`config.mk`:
```
export PLATFORM = sky130hd
export DESIGN_NAME = ppm_regs
export DESIGN_NICKNAME = d
export VERILOG_FILES = /design/src/hdl/ppm_pkg.sv /design/src/hdl/ppm_regs.sv /design/src/hdl/ppm_wake.sv
export SDC_FILE = /design/constraint.sdc
export NUM_CORES = 1
export LEC_CHECK = 0
export BUFFER_PORTS_ARGS = -buffer_cell sky130_fd_sc_hd__buf_4
export CAP_MARGIN = 25
export CELL_PAD_IN_SITES_DETAIL_PLACEMENT = 0
export CELL_PAD_IN_SITES_GLOBAL_PLACEMENT = 2
export CORE_MARGIN = 4
export CORE_UTILIZATION = 19
export CTS_CLUSTER_SIZE = 28
export DETAILED_ROUTE_END_ITERATION = 10
export PLACE_DENSITY = 0.74
export SYNTH_ARGS = -nofsm -noshare
export SYNTH_HDL_FRONTEND = slang
export SYNTH_SLANG_ARGS = --single-unit
```
`constraint.sdc`:
```
create_clock -name clk -period 1.4 [get_ports clk]
set_clock_uncertainty 0.05 [all_clocks]
set_input_delay 0.07 -clock clk [delete_from_list [all_inputs] [get_ports clk]]
set_output_delay 0.07 -clock clk [all_outputs]
set_load 0.05 [all_outputs]
```
`src/hdl/ppm_pkg.sv`:
```
// constants of the power management capability and control/status words
// How it works
// - aux current field gives max aux current, 111 largest, 000 self powered; reads 000 without cold-standby wake or with a data register
// - capability bit 5 reads 1 only if device-specific init is needed
// - capability bit 3 reads 1 when wake signalling needs the bus clock
// - bit 3 reads 0 when the function cannot wake from any state
// - capability bits 2..0 always read 010
// - strap sampled at power-on: high enables cold-standby wake support
// - control/status word is 16 bits with power state and wake fields
// - wake status bit 15 sets on any wake event, regardless of enable
// - writing 1 to bit 15 clears it and stops wake; 0 does nothing
// - with cold-standby wake bit 15 is sticky, else it defaults to 0
// - bits 15 and 8 survive bus reset with cold standby, else reset 0
// - data scale bits 14..13 are read-only, 00 without a data register
// - data select bits 12..9 are writable, read zero without data register
// - bit 8 enables wake; output driven only when enable and status set
// - power state field reads current state and takes new state writes
`default_nettype none
package ppm_pkg;
    // config space addresses
    localparam logic [7:0] CAP_BASE = 8'h34;
    localparam logic [7:0] CAP_WORD_OFS = 8'h02;
    localparam logic [7:0] CSR_WORD_OFS = 8'h04;
    // capability word fields
    localparam int AUX_LSB = 6;
    localparam int DSI_BIT = 5;
    localparam int CLK_BIT = 3;
    localparam logic [2:0] PM_REVISION = 3'h2;
    // control/status word fields
    localparam int STATUS_BIT = 15;
    localparam int SCALE_LSB = 13;
    localparam int SELECT_LSB = 9;
    localparam int ENABLE_BIT = 8;
    localparam logic [1:0] SCALE_NONE = 2'h0;
    localparam logic [3:0] SELECT_RESET = 4'h0;
    localparam logic [1:0] STATE_FULL_POWER = 2'h0;
    localparam logic [15:0] WORD_ZERO = 16'h0000;
endpackage : ppm_pkg
`default_nettype wire

```
`src/hdl/ppm_regs.sv`:
```
// power management capability and control/status words behind config cycles
`timescale 1ns/100ps
`default_nettype none
module ppm_regs
#(
    parameter logic [2:0] AUX_CURRENT = 3'h7,
    parameter bit NEEDS_DEV_INIT = 1'b0,
    parameter bit WAKE_NEEDS_CLOCK = 1'b1,
    parameter bit WAKE_CAPABLE = 1'b1,
    parameter bit DATA_REG_PRESENT = 1'b0
)
(
    // clock and resets
    input wire logic clk,
    input wire logic sys_rst,
    input wire logic aux_por,
    // strap
    input wire logic cold_standby_strap,
    // configuration access
    input wire logic cfg_rd,
    input wire logic cfg_wr,
    input wire logic [7:0] cfg_addr,
    input wire logic [1:0] cfg_be,
    input wire logic [15:0] cfg_wdata,
    output logic [15:0] cfg_rdata,
    output logic cfg_ack,
    // power management state
    input wire logic wake_event,
    output logic wake_assert,
    output logic [1:0] power_state,
    output logic cold_standby_support
);
    logic hit_cap;
    logic hit_csr;
    logic wr_hi;
    logic wr_lo;
    logic wake_event_status;
    logic wake_event_enable;
    logic wake_out;
    logic [3:0] data_select;
    logic [15:0] power_capability_word;
    logic [15:0] power_control_status_word;
    logic [15:0] next_rdata;

    assign hit_cap = cfg_addr == ppm_pkg::CAP_BASE + ppm_pkg::CAP_WORD_OFS;
    assign hit_csr = cfg_addr == ppm_pkg::CAP_BASE + ppm_pkg::CSR_WORD_OFS;
    assign wr_hi = cfg_wr && hit_csr && cfg_be[1];
    assign wr_lo = cfg_wr && hit_csr && cfg_be[0];

    // **************************************************
    // strap
    // **************************************************
    // caught while power-on reset is held, so the last value before release counts
    always_ff @(posedge clk)
    begin
        if (aux_por)
            cold_standby_support <= cold_standby_strap;
    end

    // **************************************************
    // wake bits
    // **************************************************
    ppm_wake u_wake
    (
        .clk(clk),
        .sys_rst(sys_rst),
        .aux_por(aux_por),
        .sticky_en(cold_standby_support),
        .wake_capable(WAKE_CAPABLE),
        .event_in(wake_event),
        .status_clr(wr_hi && cfg_wdata[ppm_pkg::STATUS_BIT]),
        .enable_wr(wr_hi),
        .enable_wdata(cfg_wdata[ppm_pkg::ENABLE_BIT]),
        .status(wake_event_status),
        .enable(wake_event_enable),
        .wake_out(wake_out)
    );

    always_ff @(posedge clk)
    begin
        if (aux_por)
            wake_assert <= 1'b0;
        else
            wake_assert <= wake_out;
    end

    // **************************************************
    // writable control fields
    // **************************************************
    always_ff @(posedge clk)
    begin
        if (sys_rst || aux_por)
            power_state <= ppm_pkg::STATE_FULL_POWER;
        else if (wr_lo)
            power_state <= cfg_wdata[1:0];
    end

    // without a data register the select field is not stored at all
    always_ff @(posedge clk)
    begin
        if (sys_rst || aux_por || !DATA_REG_PRESENT)
            data_select <= ppm_pkg::SELECT_RESET;
        else if (wr_hi)
            data_select <= cfg_wdata[ppm_pkg::SELECT_LSB +: 4];
    end

    // **************************************************
    // read words
    // **************************************************
    always_comb
    begin
        power_capability_word = ppm_pkg::WORD_ZERO;
        if (cold_standby_support && !DATA_REG_PRESENT)
            power_capability_word[ppm_pkg::AUX_LSB +: 3] = AUX_CURRENT;
        power_capability_word[ppm_pkg::DSI_BIT] = NEEDS_DEV_INIT;
        power_capability_word[ppm_pkg::CLK_BIT] = WAKE_NEEDS_CLOCK && WAKE_CAPABLE;
        power_capability_word[2:0] = ppm_pkg::PM_REVISION;
    end

    always_comb
    begin
        power_control_status_word = ppm_pkg::WORD_ZERO;
        power_control_status_word[ppm_pkg::STATUS_BIT] = wake_event_status;
        power_control_status_word[ppm_pkg::SCALE_LSB +: 2] = ppm_pkg::SCALE_NONE;
        power_control_status_word[ppm_pkg::SELECT_LSB +: 4] = data_select;
        power_control_status_word[ppm_pkg::ENABLE_BIT] = wake_event_enable;
        power_control_status_word[1:0] = power_state;
    end

    // unmapped addresses read as zero
    always_comb
    begin
        next_rdata = ppm_pkg::WORD_ZERO;
        if (hit_cap)
            next_rdata = power_capability_word;
        else if (hit_csr)
            next_rdata = power_control_status_word;
    end

    always_ff @(posedge clk)
    begin
        if (sys_rst || aux_por)
        begin
            cfg_rdata <= ppm_pkg::WORD_ZERO;
            cfg_ack <= 1'b0;
        end
        else
        begin
            cfg_rdata <= cfg_rd ? next_rdata : ppm_pkg::WORD_ZERO;
            cfg_ack <= cfg_rd || cfg_wr;
        end
    end

    chk_revision_reads :
        assert property (@(posedge clk) disable iff (sys_rst || aux_por)
            cfg_rd && hit_cap |=> cfg_ack && cfg_rdata[2:0] == 3'h2 && cfg_rdata[4] == 1'b0)
        else $error("revision or reserved capability bit wrong");
    chk_aux_gated :
        assert property (@(posedge clk) disable iff (sys_rst || aux_por)
            cfg_rd && hit_cap && !cold_standby_support |=> cfg_rdata[8:6] == 3'h0)
        else $error("aux current reported without cold standby");
    chk_reserved_zero :
        assert property (@(posedge clk) disable iff (sys_rst || aux_por)
            cfg_rd && hit_csr |=> cfg_rdata[7:2] == 6'h00 && cfg_rdata[14:13] == 2'h0)
        else $error("reserved or scale bits not zero");
    chk_state_written :
        assert property (@(posedge clk) disable iff (sys_rst || aux_por)
            wr_lo ##1 cfg_rd && hit_csr && !cfg_wr |=> cfg_rdata[1:0] == $past(cfg_wdata[1:0], 2))
        else $error("power state write not read back");
    chk_state_reset :
        assert property (@(posedge clk) sys_rst |=> power_state == 2'h0)
        else $error("power state not reset to full power");
    chk_nonsticky_reset :
        assert property (@(posedge clk) disable iff (aux_por)
            sys_rst && !cold_standby_support |=> !wake_event_status && !wake_event_enable)
        else $error("wake bits survive reset without cold standby");

    // **************************************************
    // read-back and bus checks
    // **************************************************
    chk_aux_reported :
        assert property (@(posedge clk) disable iff (sys_rst || aux_por)
            cfg_rd && hit_cap && cold_standby_support && !DATA_REG_PRESENT |=>
                cfg_rdata[ppm_pkg::AUX_LSB +: 3] == AUX_CURRENT)
        else $error("aux current field not reported");
    chk_init_flag :
        assert property (@(posedge clk) disable iff (sys_rst || aux_por)
            cfg_rd && hit_cap |=> cfg_rdata[ppm_pkg::DSI_BIT] == NEEDS_DEV_INIT)
        else $error("device init flag wrong");
    chk_clock_flag :
        assert property (@(posedge clk) disable iff (sys_rst || aux_por)
            cfg_rd && hit_cap |=> cfg_rdata[ppm_pkg::CLK_BIT] == (WAKE_NEEDS_CLOCK && WAKE_CAPABLE))
        else $error("clock dependence flag wrong");
    chk_select_zero :
        assert property (@(posedge clk) disable iff (sys_rst || aux_por)
            cfg_rd && hit_csr && !DATA_REG_PRESENT |=>
                cfg_rdata[ppm_pkg::SELECT_LSB +: 4] == ppm_pkg::SELECT_RESET)
        else $error("data select not zero without data register");
    chk_status_shown :
        assert property (@(posedge clk) disable iff (sys_rst || aux_por)
            cfg_rd && hit_csr |=> cfg_rdata[ppm_pkg::STATUS_BIT] == $past(wake_event_status)
                && cfg_rdata[ppm_pkg::ENABLE_BIT] == $past(wake_event_enable))
        else $error("wake bits not shown in control word");
    chk_enable_written :
        assert property (@(posedge clk) disable iff (sys_rst || aux_por)
            wr_hi && WAKE_CAPABLE |=> wake_event_enable == $past(cfg_wdata[ppm_pkg::ENABLE_BIT]))
        else $error("wake enable write not stored");
    chk_state_held :
        assert property (@(posedge clk) disable iff (sys_rst || aux_por)
            !wr_lo |=> $stable(power_state))
        else $error("power state moved without a write");
    chk_strap_held :
        assert property (@(posedge clk) disable iff (aux_por)
            !aux_por |=> $stable(cold_standby_support))
        else $error("strap latch moved after power-on");
    chk_ack_follows :
        assert property (@(posedge clk) disable iff (sys_rst || aux_por)
            cfg_rd || cfg_wr |=> cfg_ack)
        else $error("config access not acknowledged");
    chk_ack_idle :
        assert property (@(posedge clk) disable iff (sys_rst || aux_por)
            !cfg_rd && !cfg_wr |=> !cfg_ack)
        else $error("acknowledge without an access");
    chk_idle_rdata :
        assert property (@(posedge clk) disable iff (sys_rst || aux_por)
            !cfg_rd |=> cfg_rdata == ppm_pkg::WORD_ZERO)
        else $error("read data not zero outside a read");
    chk_wake_follows :
        assert property (@(posedge clk) disable iff (aux_por)
            wake_out |=> wake_assert)
        else $error("wake output did not follow");
    chk_wake_drops :
        assert property (@(posedge clk) disable iff (aux_por)
            !wake_out |=> !wake_assert)
        else $error("wake output held after drop");
endmodule // ppm_regs
`default_nettype wire

```
`src/hdl/ppm_wake.sv`:
```
// wake event status and enable bits with their sticky behaviour
`timescale 1ns/100ps
`default_nettype none
module ppm_wake
(
    // clock and resets
    input wire logic clk,
    input wire logic sys_rst,
    input wire logic aux_por,
    // configuration
    input wire logic sticky_en,
    input wire logic wake_capable,
    // event and software access
    input wire logic event_in,
    input wire logic status_clr,
    input wire logic enable_wr,
    input wire logic enable_wdata,
    // state
    output logic status,
    output logic enable,
    output logic wake_out
);
    // a bus reset clears the bits only when they are not sticky
    logic bus_clear;
    assign bus_clear = sys_rst && !sticky_en;

    // **************************************************
    // status
    // **************************************************
    // the set wins over a same-cycle clear so no event is lost
    always_ff @(posedge clk)
    begin
        if (aux_por || bus_clear || !wake_capable)
            status <= 1'b0;
        else if (event_in)
            status <= 1'b1;
        else if (status_clr)
            status <= 1'b0;
    end

    // **************************************************
    // enable
    // **************************************************
    always_ff @(posedge clk)
    begin
        if (aux_por || bus_clear || !wake_capable)
            enable <= 1'b0;
        else if (enable_wr)
            enable <= enable_wdata;
    end

    // registered so the output comes from a flop; rises one cycle after status, but drops at the same edge as status on a clear
    always_ff @(posedge clk)
    begin
        if (aux_por || sys_rst)
            wake_out <= 1'b0;
        else
            wake_out <= status && enable && !status_clr;
    end

    chk_event_sets_status :
        assert property (@(posedge clk) disable iff (aux_por || sys_rst)
            event_in && wake_capable |=> status)
        else $error("wake event did not set status");
    chk_clear_drops_status :
        assert property (@(posedge clk) disable iff (aux_por || sys_rst)
            status_clr && !event_in |=> !status)
        else $error("status not cleared by write of one");
    chk_wake_needs_both :
        assert property (@(posedge clk) disable iff (aux_por || sys_rst)
            wake_out |-> $past(status) && $past(enable))
        else $error("wake asserted without status and enable");
    chk_sticky_survives :
        assert property (@(posedge clk) disable iff (aux_por)
            sys_rst && sticky_en && wake_capable && status && !status_clr |=> status)
        else $error("sticky status lost at bus reset");
endmodule // ppm_wake
`default_nettype wire

```
==> Flow_metrics.wiki, run 1 <==
{| class="wikitable"
! Metric !! Value
|-
| Maximum fanout count along the critical path || 5
|-
| Startpoint of the worst register-to-register path || cold_standby_support
|-
| Global routing met2 resource utilization || 0.135
|-
| Pin count of the biggest net entering global routing || 9
|-
| Via count || 580
|-
| Antenna violations before repair || 0
|-
| Number of global-route vias before repair || 605
|-
| Clock-pin slew on the worst setup and hold paths || 0.09 ns
|-
| Post-synthesis cell type count || 23
|-
| Footprint of the multi-input gates || 315 µm²
|-
| Number of vias per cell after detailed routing || 3.77
|-
| Antenna diode count || 0
|-
| Maximum capacitance violations || 0
|-
| Bufs on Longest Clock Path || 2
|-
| Post-synthesis to final-layout area growth || 55.5%
|-
| Synthesized instance count || 66
|-
| Final-layout fill cell count || 366
|-
| Crit. End Element || flip-flop
|-
| Top cells by area in the synthesized netlist || dfxtp_1 39%, buf_4 11%, nor4_4 6.4%, mux2i_1 4.5%, edfxtp_1 4.5%
|-
| Cell type with the largest total area after synthesis || dfxtp_1
|-
| Number of clock sinks || 14
|-
| CTS Buf Count || 3
|-
| Initial detailed-routing violation count || 11
|-
| End-of-flow core utilization || 0.308
|-
| Synth Register Bits || 14
|-
| Aggregate routed wire length || 1670 µm
|-
| Layout cell share with drive strength beyond 1 || 0.370
|-
| Run status || completed
|-
| Top cell family by delay on the critical path || buffers and inverters
|-
| Class of the worst hold path || in2reg
|-
| Max-slew headroom || 0.666
|-
| Drc violations || 0
|-
| Part of the cycle the worst path needs || 0.876
|-
| CP max stage cell || dlygate4sd3_1
|-
| Sequential cell area fraction in the yosys report || 0.436
|-
| Routability-driven placement congestion ratio || 0.802
|-
| # rows || 21
|-
| Initial cell density of the core || 0.198
|-
| Maximum clock frequency || 816 MHz
|-
| Pins Over Slew Limit || 0
|-
| Later-pin clock latency in the skew report || 0.28 ns
|-
| Flip-flop and latch area || 290 µm²
|-
| Most used routing layer in global routing || met2
|-
| Number of port buffers || 32
|-
| Post-synth design cell area || 666 µm²
|-
| Number of setup violations in the final report || 0
|-
| Arrival time of the worst setup path || 1.38 ns
|-
| Routed wirelength normalized by instance count || 10.8 µm
|-
| Least-Margin Pin Slew || 0.494 ns
|-
| Net count, final || 142
|-
| Buf+Inv Stages, Crit Path || 2
|-
| Count of warnings emitted by yosys || 0
|-
| Max H-tree Level || 1
|-
| Area of the core || 3360 µm²
|-
| Timing startpoint of the critical path || aux_por
|-
| Pwr dens || 855 nW/µm²
|-
| Delay of the slowest critical-path stage || 0.54 ns
|-
| Number of detailed-routing iterations run before antenna repair || 4
|-
| Detail Route Antenna Nets || 0
|-
| Aggregate global-route resource usage || 0.0746
|-
| Die ar. || 4510 µm²
|-
| Async S/R FF share, synth || 0
|-
| Min-delay src || cfg_wdata[8]
|-
| DIE HEIGHT || 67.2 µm
|-
| Die outline width || 67.2 µm
|-
| Critical path class || in2reg
|-
| Critical Path, Cell by Cell || dlygate4sd3_1 -> buf_4 -> nor3b_1 -> nand3_1 -> a21oi_1
|-
| Post-route setup TNS || 0 ns
|-
| Number of enable-type register cells in the synthesized netlist || 1
|-
| Top flip-flop cell by instance count after synthesis || dfxtp_1
|-
| Count of endpoints failing hold in the final timing report || 0
|-
| First-pass GRT wire length || 2530 µm
|-
| Time the final worst path needs with I/O delays and setup || 1.23 ns
|-
| Met3 layer usage reported by global route || 0.0250
|-
| Total global routing overflow || 0
|-
| Sort of element at the start of the critical path || primary input
|-
| Leak || 0.456 nW
|-
| Number of primary I/O pins || 54
|-
| Synth top area share || 0.391
|-
| Worst VDD drop || 0.224 mV
|-
| Clk Tree Root Cell || clkbuf_4
|-
| Routing usage on met1 || 0.0788
|-
| CTS tree || yes
|-
| Average cell area after synthesis || 10.1 µm²
|-
| Crit path required time || 1.56 ns
|-
| RSZ-0062 raised after global routing || false
|-
| Half-perimeter wire length after detailed placement || 1370 µm
|}
where the power goes:
part / total (mW) / switching, mW / internal, mW
logic: 0.180 / 0.109 / 0.0711
clock network: 0.290 / 0.132 / 0.158
registers: 0.414 / 0.00548 / 0.409
timing repair:
item                                    in CTS  in global routing
endpoints found under the setup margin       0                  0
hold buffers                                 8                  0
endpoints found under the hold margin        8                  0
gates resized for setup                      0                  0
setup buffers                                0                  0
worst register-to-register path: cells and delay by family, from the launching register on:
family	cells	cell delay, ns
multiplexers	1	0.09
AO/OA/AOI/OAI	1	0.20
flip-flops	1	0.48
cells in the final DEF, fill, tap and decap left out, drive strengths merged, types with 2 or more instances in the layout:
cell type	Yosys	routed
buf	10	32
dfxtp	13	13
conb	1	9
nand2	8	8
dlygate4sd3	0	8
inv	4	4
clkbuf	0	4
nor2	3	3
mux2i	3	3
a21oi	3	3
and3	3	3
nor4	2	2
nand3	2	2
nor3b	2	2
o211ai	2	2
per-stage QoR:
stage | instance area (µm²) | hold WS [ns] | power, mW | setup WS (ns) | cells
floorplan | 696 | 0.0916 | 0.537 | 0.281 | 74
finish | 1030 | 0.0263 | 0.885 | 0.174 | 154
global placement | 918 | 0.201 | 0.584 | 0.138 | 142
global route | 1030 | 0.0489 | 0.921 | 0.0684 | 154
CTS | 1030 | 0.0281 | 0.889 | 0.161 | 154
detailed placement | 918 | 0.204 | 0.586 | 0.127 | 142
cell type report:
class,instances,area share
multi-input cells,46,0.305
repair buffers,40,0.310
well taps,46,0.0556
clock buffers,4,0.0351
flip-flops and latches,14,0.281
inverters,4,0.0145
worst paths after layout:
check / end / slack [ns] / cells after the start
worst max-delay path: cfg_rdata[1] / 0.17 / 5
worst min-delay path: u_wake.enable / 0.03 / 3
worst max register to register: u_wake.enable / 0.47 / 2
worst min register to register: wake_assert / 0.39 / 1
state kept, by name, summed over array words and instances, names as in the netlist:
signal,count
power_state,2
cfg_rdata,6
u_wake.enable,1
u_wake.wake_out,1
wake_assert,1
u_wake.status,1
cold_standby_support,1
cfg_ack,1
cells by family (layout without fill, tap and decap cells):
| logic type | after synthesis | after routing | share of synthesized area |
|---|---|---|---|
| simple gates | 26 | 26 | 0.299 |
| flops | 14 | 14 | 0.436 |
| buf+inv | 14 | 48 | 0.135 |
| compound gates | 8 | 8 | 0.0789 |
| mux | 3 | 3 | 0.0451 |
| other cells | 1 | 9 | 0.00563 |
metal layers:
| layer | vias to the layer above | routed length [µm] |
|---|---|---|
| met5 | - | 0 |
| met4 | 0 | 0 |
| met3 | 0 | 212 |
| met2 | 30 | 761 |
| met1 | 254 | 691 |
| li1 | 296 | - |
synthesized netlist by cell type, drive strengths merged (2+ instances only):
cell type / instances
dfxtp: 13
buf: 10
nand2: 8
inv: 4
a21oi: 3
and3: 3
mux2i: 3
nor2: 3
nand3: 2
nor3b: 2
nor4: 2
o211ai: 2
Power figures use the tool's default switching activity.
==> run 2: changes to the inputs <==
--- a/config.mk
+++ b/config.mk
@@ -13,7 +13,7 @@
 export CORE_UTILIZATION = 19
 export CTS_CLUSTER_SIZE = 28
 export DETAILED_ROUTE_END_ITERATION = 10
-export PLACE_DENSITY = 0.74
+export PLACE_DENSITY_LB_ADDON = 0.05
 export SYNTH_ARGS = -nofsm -noshare
 export SYNTH_HDL_FRONTEND = slang
 export SYNTH_SLANG_ARGS = --single-unit
==> Flow_metrics.wiki, run 2 (same netlist as run 1, synthesis figures left out) <==
{| class="wikitable"
! Metric !! Value
|-
| Part of the cycle the worst path needs || 0.875
|-
| Number of clock sinks || 14
|-
| Critical Path, Cell by Cell || dlygate4sd3_1 -> buf_4 -> nor3b_1 -> nand3_1 -> a21oi_1
|-
| Crit. End Element || flip-flop
|-
| Worst VDD drop || 0.171 mV
|-
| # rows || 21
|-
| Crit path required time || 1.55 ns
|-
| Count of buffers added by post-CTS timing repair for setup || 0
|-
| Run status || completed
|-
| Final-layout fill cell count || 401
|-
| Post-route setup TNS || 0 ns
|-
| Initial cell density of the core || 0.198
|-
| Flip-flop count of the largest register, all copies and words added || 6
|-
| Max H-tree Level || 1
|-
| Total of cells resized after clock tree synthesis || 0
|-
| Total global routing overflow || 0
|-
| Layout cell share with drive strength beyond 1 || 0.361
|-
| Initial detailed-routing violation count || 4
|-
| Routed wirelength normalized by instance count || 10.6 µm
|-
| Pin count of the biggest net entering global routing || 9
|-
| Startpoint of the worst register-to-register path || cold_standby_support
|-
| DIE HEIGHT || 67.2 µm
|-
| Leak || 0.450 nW
|-
| Die ar. || 4510 µm²
|-
| Register-to-register path setup slack || 0.46 ns
|-
| Sort of element at the start of the critical path || primary input
|-
| CTS Buf Count || 3
|-
| Post-synthesis to final-layout area growth || 53.9%
|-
| Aggregate global-route resource usage || 0.0809
|-
| Bufs on Longest Clock Path || 2
|-
| Antenna violations before repair || 0
|-
| Number of detailed-routing iterations run before antenna repair || 2
|-
| Worst r2r dst || u_wake.enable
|-
| Clock-pin slew on the worst setup and hold paths || 0.09 ns
|-
| Arrival time of the worst setup path || 1.38 ns
|-
| Pins Over Slew Limit || 0
|-
| Worst reg-to-reg path cell count || 2
|-
| Worst-case hold slack || 0.0452 ns
|-
| Time the final worst path needs with I/O delays and setup || 1.22 ns
|-
| Antenna diode count || 0
|-
| Later-pin clock latency in the skew report || 0.27 ns
|-
| WHS Path Cells || 3
|-
| Clk Tree Root Cell || clkbuf_4
|-
| Class of the worst hold path || in2reg
|-
| Most frequent cells in the layout || 32 x buf_4, 13 x dfxtp_1, 9 x conb_1, 8 x nand2_1, 8 x dlygate4sd3_1
|-
| Maximum capacitance violations || 0
|-
| CTS tree || yes
|-
| Min-delay src || cfg_wdata[8]
|-
| First-pass GRT wire length || 2670 µm
|-
| Maximum fanout count along the critical path || 5
|-
| Net count, final || 142
|-
| Die outline width || 67.2 µm
|-
| Worst-case hold path end point || u_wake.enable
|-
| Timing startpoint of the critical path || aux_por
|-
| Number of global-route vias before repair || 621
|-
| Final Non-Filler Cells || 154
|-
| Count of endpoints failing hold in the final timing report || 0
|-
| Detail Route Antenna Nets || 0
|-
| Number of port buffers || 32
|-
| Number of setup violations in the final report || 0
|-
| Post-placement cell count || 142
|-
| Delay of the slowest critical-path stage || 0.54 ns
|-
| Number of primary I/O pins || 54
|-
| Via count || 574
|-
| CP max stage cell || dlygate4sd3_1
|-
| Number of vias per cell after detailed routing || 3.73
|-
| Maximum clock frequency || 817 MHz
|-
| Total design power || 0.831 mW
|-
| Largest reg by FF count || cfg_rdata
|-
| Pwr dens || 811 nW/µm²
|-
| Routability-driven placement congestion ratio || 0.648
|-
| Aggregate routed wire length || 1640 µm
|-
| Drc violations || 0
|-
| Largest registers || cfg_rdata (6), power_state (2)
|-
| Critical path class || in2reg
|-
| Half-perimeter wire length after detailed placement || 1350 µm
|-
| Most common cell after layout, fill and taps aside || buf_4
|-
| RSZ-0062 raised after global routing || false
|-
| End-of-flow core utilization || 0.305
|-
| Quantity of hold-fixing buffers added after cts || 8
|-
| Area of the core || 3360 µm²
|}
## run 2: area by class of cell
type,count,area [µm²],area share
clock buffers,4,26.3,0.0256
repair buffers,40,320,0.313
multi-input cells,46,315,0.308
flip-flops and latches,14,290,0.283
well taps,46,57.6,0.0562
inverters,4,15.0,0.0147
## run 2: critical path: cells and delay by family
kind | cells | cell delay, ns
AOI/OAI and AO/OA | 1 | 0.16
buffers and inverters | 2 | 0.70
and+or+nand+nor | 2 | 0.46
## run 2: stage by stage
step	setup WS, ns	instance area (µm²)
2_1_floorplan	0.281	696
3_3_place_gp	0.112	918
3_5_place_dp	0.123	918
4_1_cts	0.147	1020
5_1_grt	0.0694	1020
6_report	0.176	1020
## run 2: power by group
group	internal [mW]	leakage [nW]	switching, mW
Sequential	0.409	0.115	0.00581
Clock	0.110	0.0150	0.127
Combinational	0.0711	0.320	0.108
## run 2: routing by layer
metal,routed length (µm),up-vias,GRT usage,part of all wire
li1,-,297,-,-
met1,705,253,0.0981,0.43
met2,788,22,0.130,0.48
met3,117,2,0.0250,0.071
met4,26,0,0.0380,0.016
met5,0,-,0,0
## run 2: worst max path at each step
stage | to | slack (ns) | cells after the start
finish | cfg_rdata[8] | 0.18 | 5
global route | cfg_rdata[1] | 0.07 | 5
CTS | cfg_rdata[8] | 0.15 | 5
detailed placement | u_wake.enable | 0.12 | 4
global placement | u_wake.enable | 0.11 | 4
floorplan | u_wake.enable | 0.28 | 2
